$ cat src/fst_map.svh
`ifndef FST_MAP_SVH
`define FST_MAP_SVH
// ==========================================
// Register offsets
`define FST_OFF_CTRL     8'h00
`define FST_OFF_CMD      8'h04
`define FST_OFF_EXPOSURE 8'h08
`define FST_OFF_RATE     8'h0c
`define FST_OFF_MINPER   8'h10
`define FST_OFF_STATUS   8'h14
// ==========================================
// Control fields
`define FST_STD_BIT      0
`define FST_TRIGON_BIT   1
`define FST_SRCLINE_BIT  2
`define FST_FALL_BIT     3
`define FST_CONT_BIT     4
`define FST_RLIM_BIT     5
`define FST_WIDTH_BIT    6
`define FST_ASTEN_BIT    7
`define FST_CTRL_W       8
// Legacy control, line source, single frame
`define FST_CTRL_RST     8'h04
// ==========================================
// Command fields (write-one pulses)
`define FST_CMD_START    0
`define FST_CMD_STOP     1
`define FST_CMD_SWTRIG   2
`define FST_CMD_ASTRIG   3
// ==========================================
// Timing resets, in pclk cycles
`define FST_EXP_RST      32'h0000_0096
`define FST_RATE_RST     32'h000f_4240
`define FST_MINPER_RST   32'h0000_03e8
`endif

$ cat src/fst_pkg.sv
`default_nettype none
package fst_pkg;
    // Gray codes along idle, arm, wait, expose, recover
    typedef enum logic [2:0] {
        st_idle    = 3'h0,
        st_arm     = 3'h1,
        st_wait    = 3'h3,
        st_expose  = 3'h2,
        st_recover = 3'h6
    } state_type;
endpackage : fst_pkg
`default_nettype wire

$ cat src/frame_start_trigger_control.sv
// Contract
// - One frame per accepted trigger while waiting
// - Waiting only after mode, start, start-trigger
// - Triggers outside waiting status are ignored
// - Trigger mode setting: off or on
// - Mode off: all triggers made internally
// - Single frame: one trigger per start
// - Continuous: triggers until stop command
// - Limit off: run at maximum rate
// - Limit below maximum: use programmed period
// - Limit above maximum: clamp to maximum
// - Mode off: exposure from programmed time
// - Mode on: trigger from selected source
// - Edge polarity picks rising or falling
// - Line one is source after reset
// - Software source: programmed exposure time
// - Line source: timed or trigger-width exposure
// - Active only in standard mode, legacy default
// - Leave waiting at exposure, return when ready
// - Rising-edge timed exposure starts at edge
//
// The APB interface to the registers and the register offsets were left to the implementer.
`include "fst_map.svh"
`default_nettype none
module frame_start_trigger_control (
    input  wire logic        pclk,
    input  wire logic        presetn,
    input  wire logic [7:0]  paddr,
    input  wire logic        psel,
    input  wire logic        penable,
    input  wire logic        pwrite,
    input  wire logic [31:0] pwdata,
    output var  logic [31:0] prdata,
    output var  logic        pready,
    output var  logic        pslverr,
    input  wire logic        line1_in,
    output var  logic        frame_start,
    output var  logic        exposure_active,
    output var  logic        waiting_frame
);
    // ==========================================
    // APB slave
    logic [`FST_CTRL_W-1:0] ctrl_q;
    logic [31:0]            exp_q;
    logic [31:0]            rate_q;
    logic [31:0]            minper_q;
    logic [31:0]            prdata_q;
    logic                   pready_q;
    logic                   pslverr_q;
    fst_pkg::state_type     state_q;
    fst_pkg::state_type     state_d;
    logic [31:0]            gap_q;
    logic [31:0]            expcnt_q;
    logic                   stop_pend_q;
    logic                   frame_q;
    logic                   expo_q;
    logic                   wait_q;

    wire sel_ctrl   = paddr == `FST_OFF_CTRL;
    wire sel_cmd    = paddr == `FST_OFF_CMD;
    wire sel_exp    = paddr == `FST_OFF_EXPOSURE;
    wire sel_rate   = paddr == `FST_OFF_RATE;
    wire sel_minper = paddr == `FST_OFF_MINPER;
    wire sel_status = paddr == `FST_OFF_STATUS;
    wire mapped     = sel_ctrl | sel_cmd | sel_exp | sel_rate | sel_minper | sel_status;
    wire setup      = psel & ~penable;
    // Writes land only at the completing access edge
    wire wr_en      = psel & penable & pwrite & pready_q & mapped;
    wire [31:0] status_word = {24'h0, frame_q, expo_q, wait_q, stop_pend_q,
                               1'b0, state_q};
    wire [31:0] rdata_d =
        sel_ctrl   ? {24'h0, ctrl_q} :
        sel_exp    ? exp_q :
        sel_rate   ? rate_q :
        sel_minper ? minper_q :
        sel_status ? status_word : 32'h0;

    always_ff @(posedge pclk or negedge presetn) begin
        if (!presetn) begin
            pready_q  <= 1'b0;
            pslverr_q <= 1'b0;
            prdata_q  <= 32'h0;
        end else begin
            pready_q  <= setup;
            pslverr_q <= setup & ~mapped;
            prdata_q  <= (setup & ~pwrite) ? rdata_d : 32'h0;
        end
    end

    always_ff @(posedge pclk or negedge presetn) begin
        if (!presetn) begin
            ctrl_q   <= `FST_CTRL_RST;
            exp_q    <= `FST_EXP_RST;
            rate_q   <= `FST_RATE_RST;
            minper_q <= `FST_MINPER_RST;
        end else if (wr_en) begin
            if (sel_ctrl)   ctrl_q   <= pwdata[`FST_CTRL_W-1:0];
            if (sel_exp)    exp_q    <= pwdata;
            if (sel_rate)   rate_q   <= pwdata;
            if (sel_minper) minper_q <= pwdata;
        end
    end

    // ==========================================
    // Control fields and commands
    wire std_on    = ctrl_q[`FST_STD_BIT];
    wire trig_on   = ctrl_q[`FST_TRIGON_BIT];
    wire src_line  = ctrl_q[`FST_SRCLINE_BIT];
    wire fall_edge = ctrl_q[`FST_FALL_BIT];
    wire cont_mode = ctrl_q[`FST_CONT_BIT];
    wire rlim_on   = ctrl_q[`FST_RLIM_BIT];
    wire width_sel = ctrl_q[`FST_WIDTH_BIT];
    wire ast_en    = ctrl_q[`FST_ASTEN_BIT];
    wire cmd_wr    = wr_en & sel_cmd;
    wire cmd_start = cmd_wr & pwdata[`FST_CMD_START];
    wire cmd_stop  = cmd_wr & pwdata[`FST_CMD_STOP];
    wire cmd_sw    = cmd_wr & pwdata[`FST_CMD_SWTRIG];
    wire cmd_ast   = cmd_wr & pwdata[`FST_CMD_ASTRIG];

    // ==========================================
    // Line one synchroniser and edge pulse
    logic line_s1_q;
    logic line_s2_q;
    logic line_s3_q;
    always_ff @(posedge pclk or negedge presetn) begin
        if (!presetn) begin
            line_s1_q <= 1'b0;
            line_s2_q <= 1'b0;
            line_s3_q <= 1'b0;
        end else begin
            line_s1_q <= line1_in;
            line_s2_q <= line_s1_q;
            line_s3_q <= line_s2_q;
        end
    end
    // Only the second and third stages feed logic
    wire line_rise   = line_s2_q & ~line_s3_q;
    wire line_fall   = ~line_s2_q & line_s3_q;
    wire line_edge   = fall_edge ? line_fall : line_rise;
    wire line_active = fall_edge ? ~line_s2_q : line_s2_q;

    // ==========================================
    // Trigger sources and qualification
    // Limit can only slow the rate, never beat the ready period
    wire rate_slower = rate_q > minper_q;
    wire [31:0] eff_period = (rlim_on & rate_slower) ? rate_q : minper_q;
    wire int_trig  = ~trig_on & (gap_q >= eff_period);
    wire ext_trig  = trig_on & (src_line ? line_edge : cmd_sw);
    wire any_trig  = int_trig | ext_trig;
    wire in_wait   = state_q == fst_pkg::st_wait;
    // A stop in the same cycle wins, so no pulse without a frame
    wire accept    = in_wait & any_trig & std_on & ~cmd_stop;
    // Trigger-width exposure only with a line source
    wire width_use = trig_on & src_line & width_sel;
    wire exp_done  = width_use ? ~line_active : (expcnt_q >= exp_q);
    // Ready one cycle early so internal starts land MINPER apart
    wire ready_nxt = ({1'b0, gap_q} + 33'h1) >= {1'b0, minper_q};
    wire stopping  = stop_pend_q | cmd_stop;

    // ==========================================
    // Acquisition status machine
    always_comb begin
        state_d = state_q;
        case (state_q)
            fst_pkg::st_idle: begin
                if (cmd_start) begin
                    state_d = ast_en ? fst_pkg::st_arm : fst_pkg::st_wait;
                end
            end
            fst_pkg::st_arm: begin
                if (cmd_stop) begin
                    state_d = fst_pkg::st_idle;
                end else if (cmd_ast) begin
                    state_d = fst_pkg::st_wait;
                end
            end
            fst_pkg::st_wait: begin
                if (cmd_stop) begin
                    state_d = fst_pkg::st_idle;
                end else if (accept) begin
                    state_d = fst_pkg::st_expose;
                end
            end
            fst_pkg::st_expose: begin
                if (exp_done) begin
                    state_d = fst_pkg::st_recover;
                end
            end
            fst_pkg::st_recover: begin
                if (ready_nxt) begin
                    // Single frame: one trigger per start
                    state_d = (stopping | ~cont_mode) ? fst_pkg::st_idle
                                                      : fst_pkg::st_wait;
                end
            end
            default: begin
                state_d = fst_pkg::st_idle;
            end
        endcase
        if (!std_on) begin
            state_d = fst_pkg::st_idle;
        end
    end

    always_ff @(posedge pclk or negedge presetn) begin
        if (!presetn) begin
            state_q <= fst_pkg::st_idle;
        end else begin
            state_q <= state_d;
        end
    end

    // ==========================================
    // Frame spacing and exposure counters
    // Gap saturates so a long idle never wraps into a false wait
    always_ff @(posedge pclk or negedge presetn) begin
        if (!presetn) begin
            gap_q <= 32'hffff_ffff;
        end else if (accept) begin
            gap_q <= 32'h1;
        end else if (gap_q != 32'hffff_ffff) begin
            gap_q <= gap_q + 32'h1;
        end
    end

    always_ff @(posedge pclk or negedge presetn) begin
        if (!presetn) begin
            expcnt_q <= 32'h0;
        end else if (accept) begin
            expcnt_q <= 32'h1;
        end else if (state_q == fst_pkg::st_expose && expcnt_q != 32'hffff_ffff) begin
            expcnt_q <= expcnt_q + 32'h1;
        end
    end

    // Stop during a frame lets the frame finish first
    always_ff @(posedge pclk or negedge presetn) begin
        if (!presetn) begin
            stop_pend_q <= 1'b0;
        end else if (cmd_stop) begin
            stop_pend_q <= 1'b1;
        end else if (cmd_start) begin
            stop_pend_q <= 1'b0;
        end
    end

    // ==========================================
    // Registered outputs
    always_ff @(posedge pclk or negedge presetn) begin
        if (!presetn) begin
            frame_q <= 1'b0;
            expo_q  <= 1'b0;
            wait_q  <= 1'b0;
        end else begin
            frame_q <= accept;
            expo_q  <= state_d == fst_pkg::st_expose;
            wait_q  <= state_d == fst_pkg::st_wait;
        end
    end

    assign prdata          = prdata_q;
    assign pready          = pready_q;
    assign pslverr         = pslverr_q;
    assign frame_start     = frame_q;
    assign exposure_active = expo_q;
    assign waiting_frame   = wait_q;
endmodule : frame_start_trigger_control
`default_nettype wire

$ cat config.mk
export PLATFORM = sky130hd
export DESIGN_NAME = frame_start_trigger_control
export DESIGN_NICKNAME = d
export VERILOG_FILES = /design/src/fst_pkg.sv /design/src/frame_start_trigger_control.sv
export VERILOG_INCLUDE_DIRS = /design/src
export SDC_FILE = /design/constraint.sdc
export NUM_CORES = 1
export LEC_CHECK = 0
export BUFFER_PORTS_ARGS = -buffer_cell sky130_fd_sc_hd__buf_2
export CORE_MARGIN = 10
export CORE_UTILIZATION = 60
export CTS_CLUSTER_DIAMETER = 120
export DETAILED_ROUTE_END_ITERATION = 8
export PLACE_DENSITY_LB_ADDON = 0.15
export REMOVE_ABC_BUFFERS = 1
export SLEW_MARGIN = 30
export SYNTH_ARGS = -nofsm -noshare
export SYNTH_HDL_FRONTEND = slang
export SYNTH_SLANG_ARGS = --single-unit
$ cat constraint.sdc
create_clock -name pclk -period 8.8 [get_ports pclk]
set_input_delay 0.44 -clock pclk [delete_from_list [all_inputs] [get_ports pclk]]
set_output_delay 0.44 -clock pclk [all_outputs]
set_load 0.02 [all_outputs]
==> results.md, run 1 <==
* Run status: finished clean
* Post-synth EDFFs at 0
* Syn-to-layout area delta at 11.3%
* Clk_lat worst skew at 0.53 ns
* Largest net degree at the start of global routing at 102
* Post-Syn Instances at 1282
* IO Port Bufs at 82
* Sequential share of the synthesized area at 0.415
* Vias at between 10000 and 15000
* Num Clock Sinks at 212
* Nature of the critical path startpoint: flip-flop
* Synthesized flop and latch total at 212
* Worst-path clk slew at 0.06 ns
* Global-route wire length before repair at 55.1 mm
* Worst-Margin Slew at 0.838 ns
* First drt pass iteration count at 6
* Syn Area/Cell at 10.1 um2
* Htree depth at 1
* Final slew viol count at 0
* Post-route clock period utilization at 0.715
* Ys flop type: dfrtp_1
* Fill cell count at between 1500 and 2000
* Crit end category: flip-flop
* Vias/cell at 6.11
* Post-synth top area share at 0.313
* Worst path required time at 9.19 ns
* Minimum hold slack at about 0.025 ns
* Routed Antenna Nets at 0
* Min-Delay Startpoint: line1_in
* Share of layout cells above drive strength 1 at 0.226
* Ant. Diodes at 0
* Full die area at 27800 um2
* Hold/Removal Path Class: in2reg
* Relative slew slack at 0.438
* Ports at 83
* Most common cell in the synthesized netlist: dfrtp_1
* Setup tns final at 0 ns
* Synth area leader: dfrtp_1
* Endpoints failing hold at 0
* Maximum clock frequency at between 0.15 and 0.2 GHz
* Leak at 6.91 nW
* Worst R2R Path Depth at 18
* Top post-synthesis cells by count: 162 x dfrtp_1, 130 x ha_1, 130 x nor2_1, 106 x mux2_2, 104 x inv_1
* Worst r2r src: minper_q[27]
* CTS Buffer Depth at 3
* Cts repair resizes at 0
* Async SR Flop Fraction at 1.00
* Fin area at between 10000 and 15000 um2
* Worst Path Max Fanout at 35
* Setup Viol. Count Final at 0
* CTS tree: done
* Root Buffer: clkbuf_16
* Critical path class: reg2reg
* WL final at 34.3 mm
* Final net count at 1529
* RSZ-0062 raised after global routing: false
* Die height at around 170 um
* Row cnt at 53
* MaxCap Viol Count at 0
* Number of setup buffers added after CTS at 0
* Crit path time final at around 6.3 ns
* Reg2Reg Capture Point: expcnt_q[24]
* Critical path endpoint: expcnt_q[24]
* Post-Syn Area at 12900 um2
* Die width at 167 um
* Total GRT Usage at 0.241
* R2r setup slk at 2.51 ns
* Syn. warnings at 0
* Initial DRC Count at 831
* Hpwl dp at 24.8 mm
* Vias in the first global route at 10100
* # DRC at 0
* Top post-synthesis cells by area: dfrtp_1 31%, ha_1 13%, dfstp_2 10%, mux2_2 9.2%, nor2_1 3.8%
* Num CTS Buffers at 24
* Initial antenna violation count at 0
* Critical path origin: minper_q[27]
* Synth cell types at 63
* Core area at 21100 um2
* Starting density of the core at 0.614
* Placed inst area at 13600 um2
* DR WL/cell at 20.9 um
* Gp weighted congestion at 0.947
* Crit path DAT at 6.68 ns
* Gr ovfl total at 0
* Worst clock skew at 0.0120 ns
* Maximum vdd ir drop at 0.137 mV
* P per Cell Area at approximately 140 nW/um2
-- cells in the final DEF (no fill, tap or decap), types with 5 or more instances in the layout --
cell,netlist,final
a211oi_1,13,13
a21o_1,10,10
a21oi_1,69,69
a222oi_1,7,7
a22oi_1,25,25
a31oi_1,29,29
and3_1,16,16
and4_1,15,15
buf_2,14,81
buf_4,3,12
clkbuf_1,25,6
clkbuf_16,0,25
clkbuf_8,0,5
dfrtp_1,162,162
dfstp_2,50,50
ha_1,130,130
inv_1,104,104
mux2_2,106,106
mux2i_1,33,33
nand2_1,69,67
nand3_1,39,39
nand4_1,33,33
nor2_1,130,130
nor2b_1,5,5
nor3_1,8,8
o211ai_1,7,7
o21ai_0,38,38
or2_2,5,5
xnor2_1,36,36
xor2_1,26,26
-- metal layers --
layer | part of all wire | vias to the layer above | GRT usage
li1 | - | 4734 | -
met1 | 0.45 | 4923 | 0.330
met2 | 0.46 | 342 | 0.381
met3 | 0.063 | 53 | 0.0440
met4 | 0.025 | 0 | 0.0722
met5 | 0 | - | 0
-- flip-flops by register name, indices dropped and copies added, names as in the netlist, 3 cells and up --
register  count
minper_q     32
ctrl_q        8
prdata       32
exp_q        32
expcnt_q     32
rate_q       32
gap_q        32
state_q       3
-- logic make-up (layout without fill, tap and decap cells) --
group / Yosys count / in the layout / share of synthesized area
simple gates: 359 / 359 / 0.141
compound gates: 226 / 226 / 0.112
flops: 212 / 212 / 0.415
buf+inv: 154 / 242 / 0.0469
mux: 139 / 139 / 0.118
fa+ha+maj: 130 / 130 / 0.126
xor+xnor: 62 / 62 / 0.0420
-- per-stage QoR --
step	instances	setup WS [ns]	total power, mW	util
2_1_floorplan	1232	3.48	1.02	-
3_3_place_gp	1601	2.81	1.07	0.644
3_5_place_dp	1601	2.66	1.07	0.644
4_1_cts	1645	2.63	2.10	0.683
5_1_grt	1645	2.19	2.14	0.683
6_report	1645	2.51	2.08	0.683
-- final cells by class --
class / count / area (um2) / area share
inverter: 104 / 390 / 0.0271
clock inverter: 7 / 87.6 / 0.00608
sequential: 212 / 5370 / 0.373
tap: 275 / 344 / 0.0239
clock buffer: 36 / 717 / 0.0498
multi-input combinational: 916 / 6980 / 0.484
timing repair buffer: 95 / 520 / 0.0361
-- where the power goes --
part / internal (mW) / switching [mW]
sequential: 0.980 / 0.00300
clock: 0.619 / 0.405
combinational: 0.0205 / 0.0514
total: 1.62 / 0.459
-- how the worst min path moves through the flow --
stage | to | slack (ns) | depth (start not counted)
after floorplan | ctrl_q[0] | 0.14 | 0
after global placement | line_s2_q | 0.33 | 0
after detailed placement | line_s2_q | 0.34 | 0
after CTS | line_s1_q | 0.01 | 1
after global routing | line_s1_q | 0.02 | 1
final | line_s1_q | 0.02 | 1
-- critical path, stage by stage, from the launching register on --
cell      delay [ns]
dfrtp_1         0.38
inv_1           0.08
ha_1            0.31
nand4_1         0.25
nor4_1          0.67
nand4_1         0.32
or4_1           0.60
o211ai_4        0.26
buf_4           0.53
mux2_2          0.40
ha_1            0.27
nand2b_1        0.09
a211o_1         0.12
a211oi_1        0.08
o211ai_1        0.36
a21oi_2         0.19
nor2_4          0.60
buf_4           0.49
nor2_1          0.10
-- repair_timing --
action | in CTS | in global routing
hold endpoints to repair | 10 | 0
hold buffers | 1 | 0
setup endpoints to repair | 0 | 0
Power figures use the tool's default switching activity.
==> run 2: changes to the inputs <==
CORE_UTILIZATION = 56   (was 60)
clock period = 5.55 ns   (was 8.8 ns; I/O delays follow)
==> run 2 against run 1 <==
Against the previous run: clock power is 61% higher; combinational power grew 61%; first-iteration DRC count rose by 17%; critical path depth did not move; power rose by 60%; largest cell class unchanged; largest power group unchanged; highest routed layer unchanged.
==> results.md, run 2 (synthesized netlist as in run 1, its figures left out) <==
* Vias/cell at 5.97 (-2.3%)
* Maximum clock frequency at 0.195 GHz (+22%)
* Crit path max-delay cell type: o211ai_4
* Gp weighted congestion at 0.920 (-2.8%)
* Leading cell type in the layout, fill and taps excluded: dfrtp_1
* Clk pwr share at 0.495 (+0.002)
* P per Cell Area at 229 nW/um2 (+58%)
* Met3 Track Usage GR at 0.0388 (-0.00525)
* Top Usage Layer GRT: met2
* Worst path required time at 5.98 ns (-3.21 ns)
* Starting density of the core at 0.570 (-0.0438)
* Critical path origin: minper_q[3]
* Seq pwr share at 0.470 (-0.003)
* Fill cell count at 1917 (+15%)
* Relative slew slack at 0.409 (-0.0296)
* Worst path cell trace: inv_1 -> ha_1 -> a2111oi_0 -> o21ai_0 -> a221oi_1 -> o211ai_1 -> o211ai_4 -> buf_12 -> mux2i_1 -> ha_1 -> a211oi_1 -> nand2_1 -> o2111ai_1 -> nor2_1 -> a21oi_2 -> nor2_4 -> buf_4 -> a211oi_1
* Row cnt at 55 (+3.8%)
* Core area at 22700 um2 (+7.7%)
* IO Port Bufs at 82 (unchanged)
* Worst clock skew at 0.0140 ns (+0.00208 ns)
* Setup tns final at 0 ns (unchanged)
* Hold/Removal Path Class: in2reg
* Routing usage on met2 at 0.379 (-0.00175)
* Total GRT Usage at 0.233 (-0.00805)
* Crit path time final at 5.14 ns (-1.15 ns)
* CTS Buffer Depth at 3 (unchanged)
* RSZ-0062 raised after global routing: false
* Total chip power at 3.32 mW (+60%)
* Number of setup buffers added after CTS at 0 (unchanged)
* Nature of the critical path startpoint: flip-flop
* Vias at 9909 (-1.4%)
* Leak at 6.94 nW (+0.39%)
* Worst r2r src: minper_q[3]
* Num CTS Buffers at 25 (+4.2%)
* Initial antenna violation count at 0 (unchanged)
* Fin area at 14500 um2 (+0.71%)
* Min-Delay Startpoint: pwdata[8]
* Largest net degree at the start of global routing at 121 (+19%)
* Setup Viol. Count Final at 0 (unchanged)
* Final slew viol count at 0 (unchanged)
* Int Power at 2.57 mW (+59%)
* Post-Place Worst Slack at 0.428 ns (-2.23 ns)
* WL final at 33.7 mm (-1.7%)
* Share of layout cells above drive strength 1 at 0.226 (+0.000799)
* Final WS setup at 0.411 ns (-2.10 ns)
* Hpwl dp at 24.7 mm (about the same)
* Cts repair resizes at 0 (unchanged)
* Crit end category: flip-flop
* Hold-fix buffer count after cts at 3 (+2)
* Most frequent cells in the layout: 162 x dfrtp_1, 130 x nor2_1, 130 x ha_1
* Cell family with most CP delay: compound AO/OA/AOI/OAI gates
* NetSw at 0.743 mW (+62%)
* Endpoints failing hold at 0 (unchanged)
* Full die area at 29600 um2 (+6.3%)
* Clk_lat worst skew at 0.52 ns (about the same)
* MaxCap Viol Count at 0 (unchanged)
* CTS tree: done
* Minimum hold slack at 0.0178 ns (-0.00704 ns)
* DR WL/cell at 20.3 um (-2.5%)
* # DRC at 0 (unchanged)
* Crit path largest cell delay at 0.65 ns (-0.02 ns)
* Worst Path Max Fanout at 28 (-20%)
* Net Sw Frac at 0.224 (+0.00293)
* Root Buffer: clkbuf_16
* Global-route wire length before repair at 54.9 mm (-0.41%)
* Worst-path clk slew at 0.06 ns (about the same)
* Num Clock Sinks at 212 (unchanged)
* Die height at 172 um (+3.1%)
* Run status: finished clean
* Final net count at 1532 (+0.20%)
* Worst-Margin Slew at 0.885 ns (+0.0469 ns)
* Area of the multi-input gates at 6980 um2 (about the same)
* Combinational share of power at 0.035 (about the same)
* Routed Antenna Nets at 0 (unchanged)
* Crit path DAT at 5.57 ns (-1.11 ns)
* Ports at 83 (unchanged)
* FF+latch area at 5370 um2 (unchanged)
* Syn-to-layout area delta at 12.1%
* GR Util met1 at 0.316 (-0.0141)
* Initial DRC Count at 970 (+17%)
* Placed inst area at 13700 um2 (+0.52%)
* Ant. Diodes at 0 (unchanged)
* Gr ovfl total at 0 (unchanged)
* Die width at 172 um (+3.1%)
* Maximum vdd ir drop at 0.205 mV (+50%)
* Vias in the first global route at 10300 (+2.3%)
* Post-route clock period utilization at 0.926 (+0.211)
* First drt pass iteration count at 6 (unchanged)
* Critical path class: reg2reg
* Htree depth at 1 (unchanged)
* Buf+Inv Stages, Crit Path at 3 (unchanged)
## run 2: changes by cell type in the layout (fill, tap and decap cells not counted), sizes merged
cell,before,now
clkinv,4,5
dlygate4sd3,1,3
clkinvlp,1,3
clkbuf,36,35
## run 2: cell type report
| cell class | instances | area share |
|---|---|---|
| clock buffers | 35 | 0.0492 |
| multi-input cells | 916 | 0.481 |
| clock inverters | 10 | 0.00742 |
| inverters | 104 | 0.0269 |
| repair buffers | 97 | 0.0412 |
| well taps | 285 | 0.0246 |
| flip-flops and latches | 212 | 0.370 |
## run 2: path summary, 6_finish.rpt
| path | to | slack, ns | depth (start not counted) |
|---|---|---|---|
| min in group asynchronous | prdata[20] | 0.36 | 2 |
| hold reg to reg | line_s2_q | 0.35 | 0 |
| setup reg to reg | gap_q[31] | 0.41 | 18 |
| setup / recovery | gap_q[31] | 0.41 | 18 |
| hold / removal | exp_q[8] | 0.02 | 2 |
| max in group asynchronous | expcnt_q[2] | 4.09 | 3 |
## run 2: power groups by stage
stage | clock network [mW] | logic (mW) | registers (mW)
6_report | 1.64 | 0.116 | 1.56
5_1_grt | 1.74 | 0.130 | 1.56
4_1_cts | 1.66 | 0.119 | 1.56
3_5_place_dp | 0 | 0.117 | 1.58
3_3_place_gp | 0 | 0.115 | 1.58
2_1_floorplan | 0 | 0.0310 | 1.58
## run 2: per-layer routing
layer,vias to the layer above,part of all wire
met5,-,0
li1,4740,-
met4,0,0.020
met1,4882,0.46
met3,48,0.054
met2,239,0.46
## run 2: per-stage QoR
stage          cells  utilization
2_1_floorplan   1232            -
3_3_place_gp    1610        0.600
6_report        1659        0.639
3_5_place_dp    1611        0.601
4_1_cts         1659        0.639
5_1_grt         1659        0.639
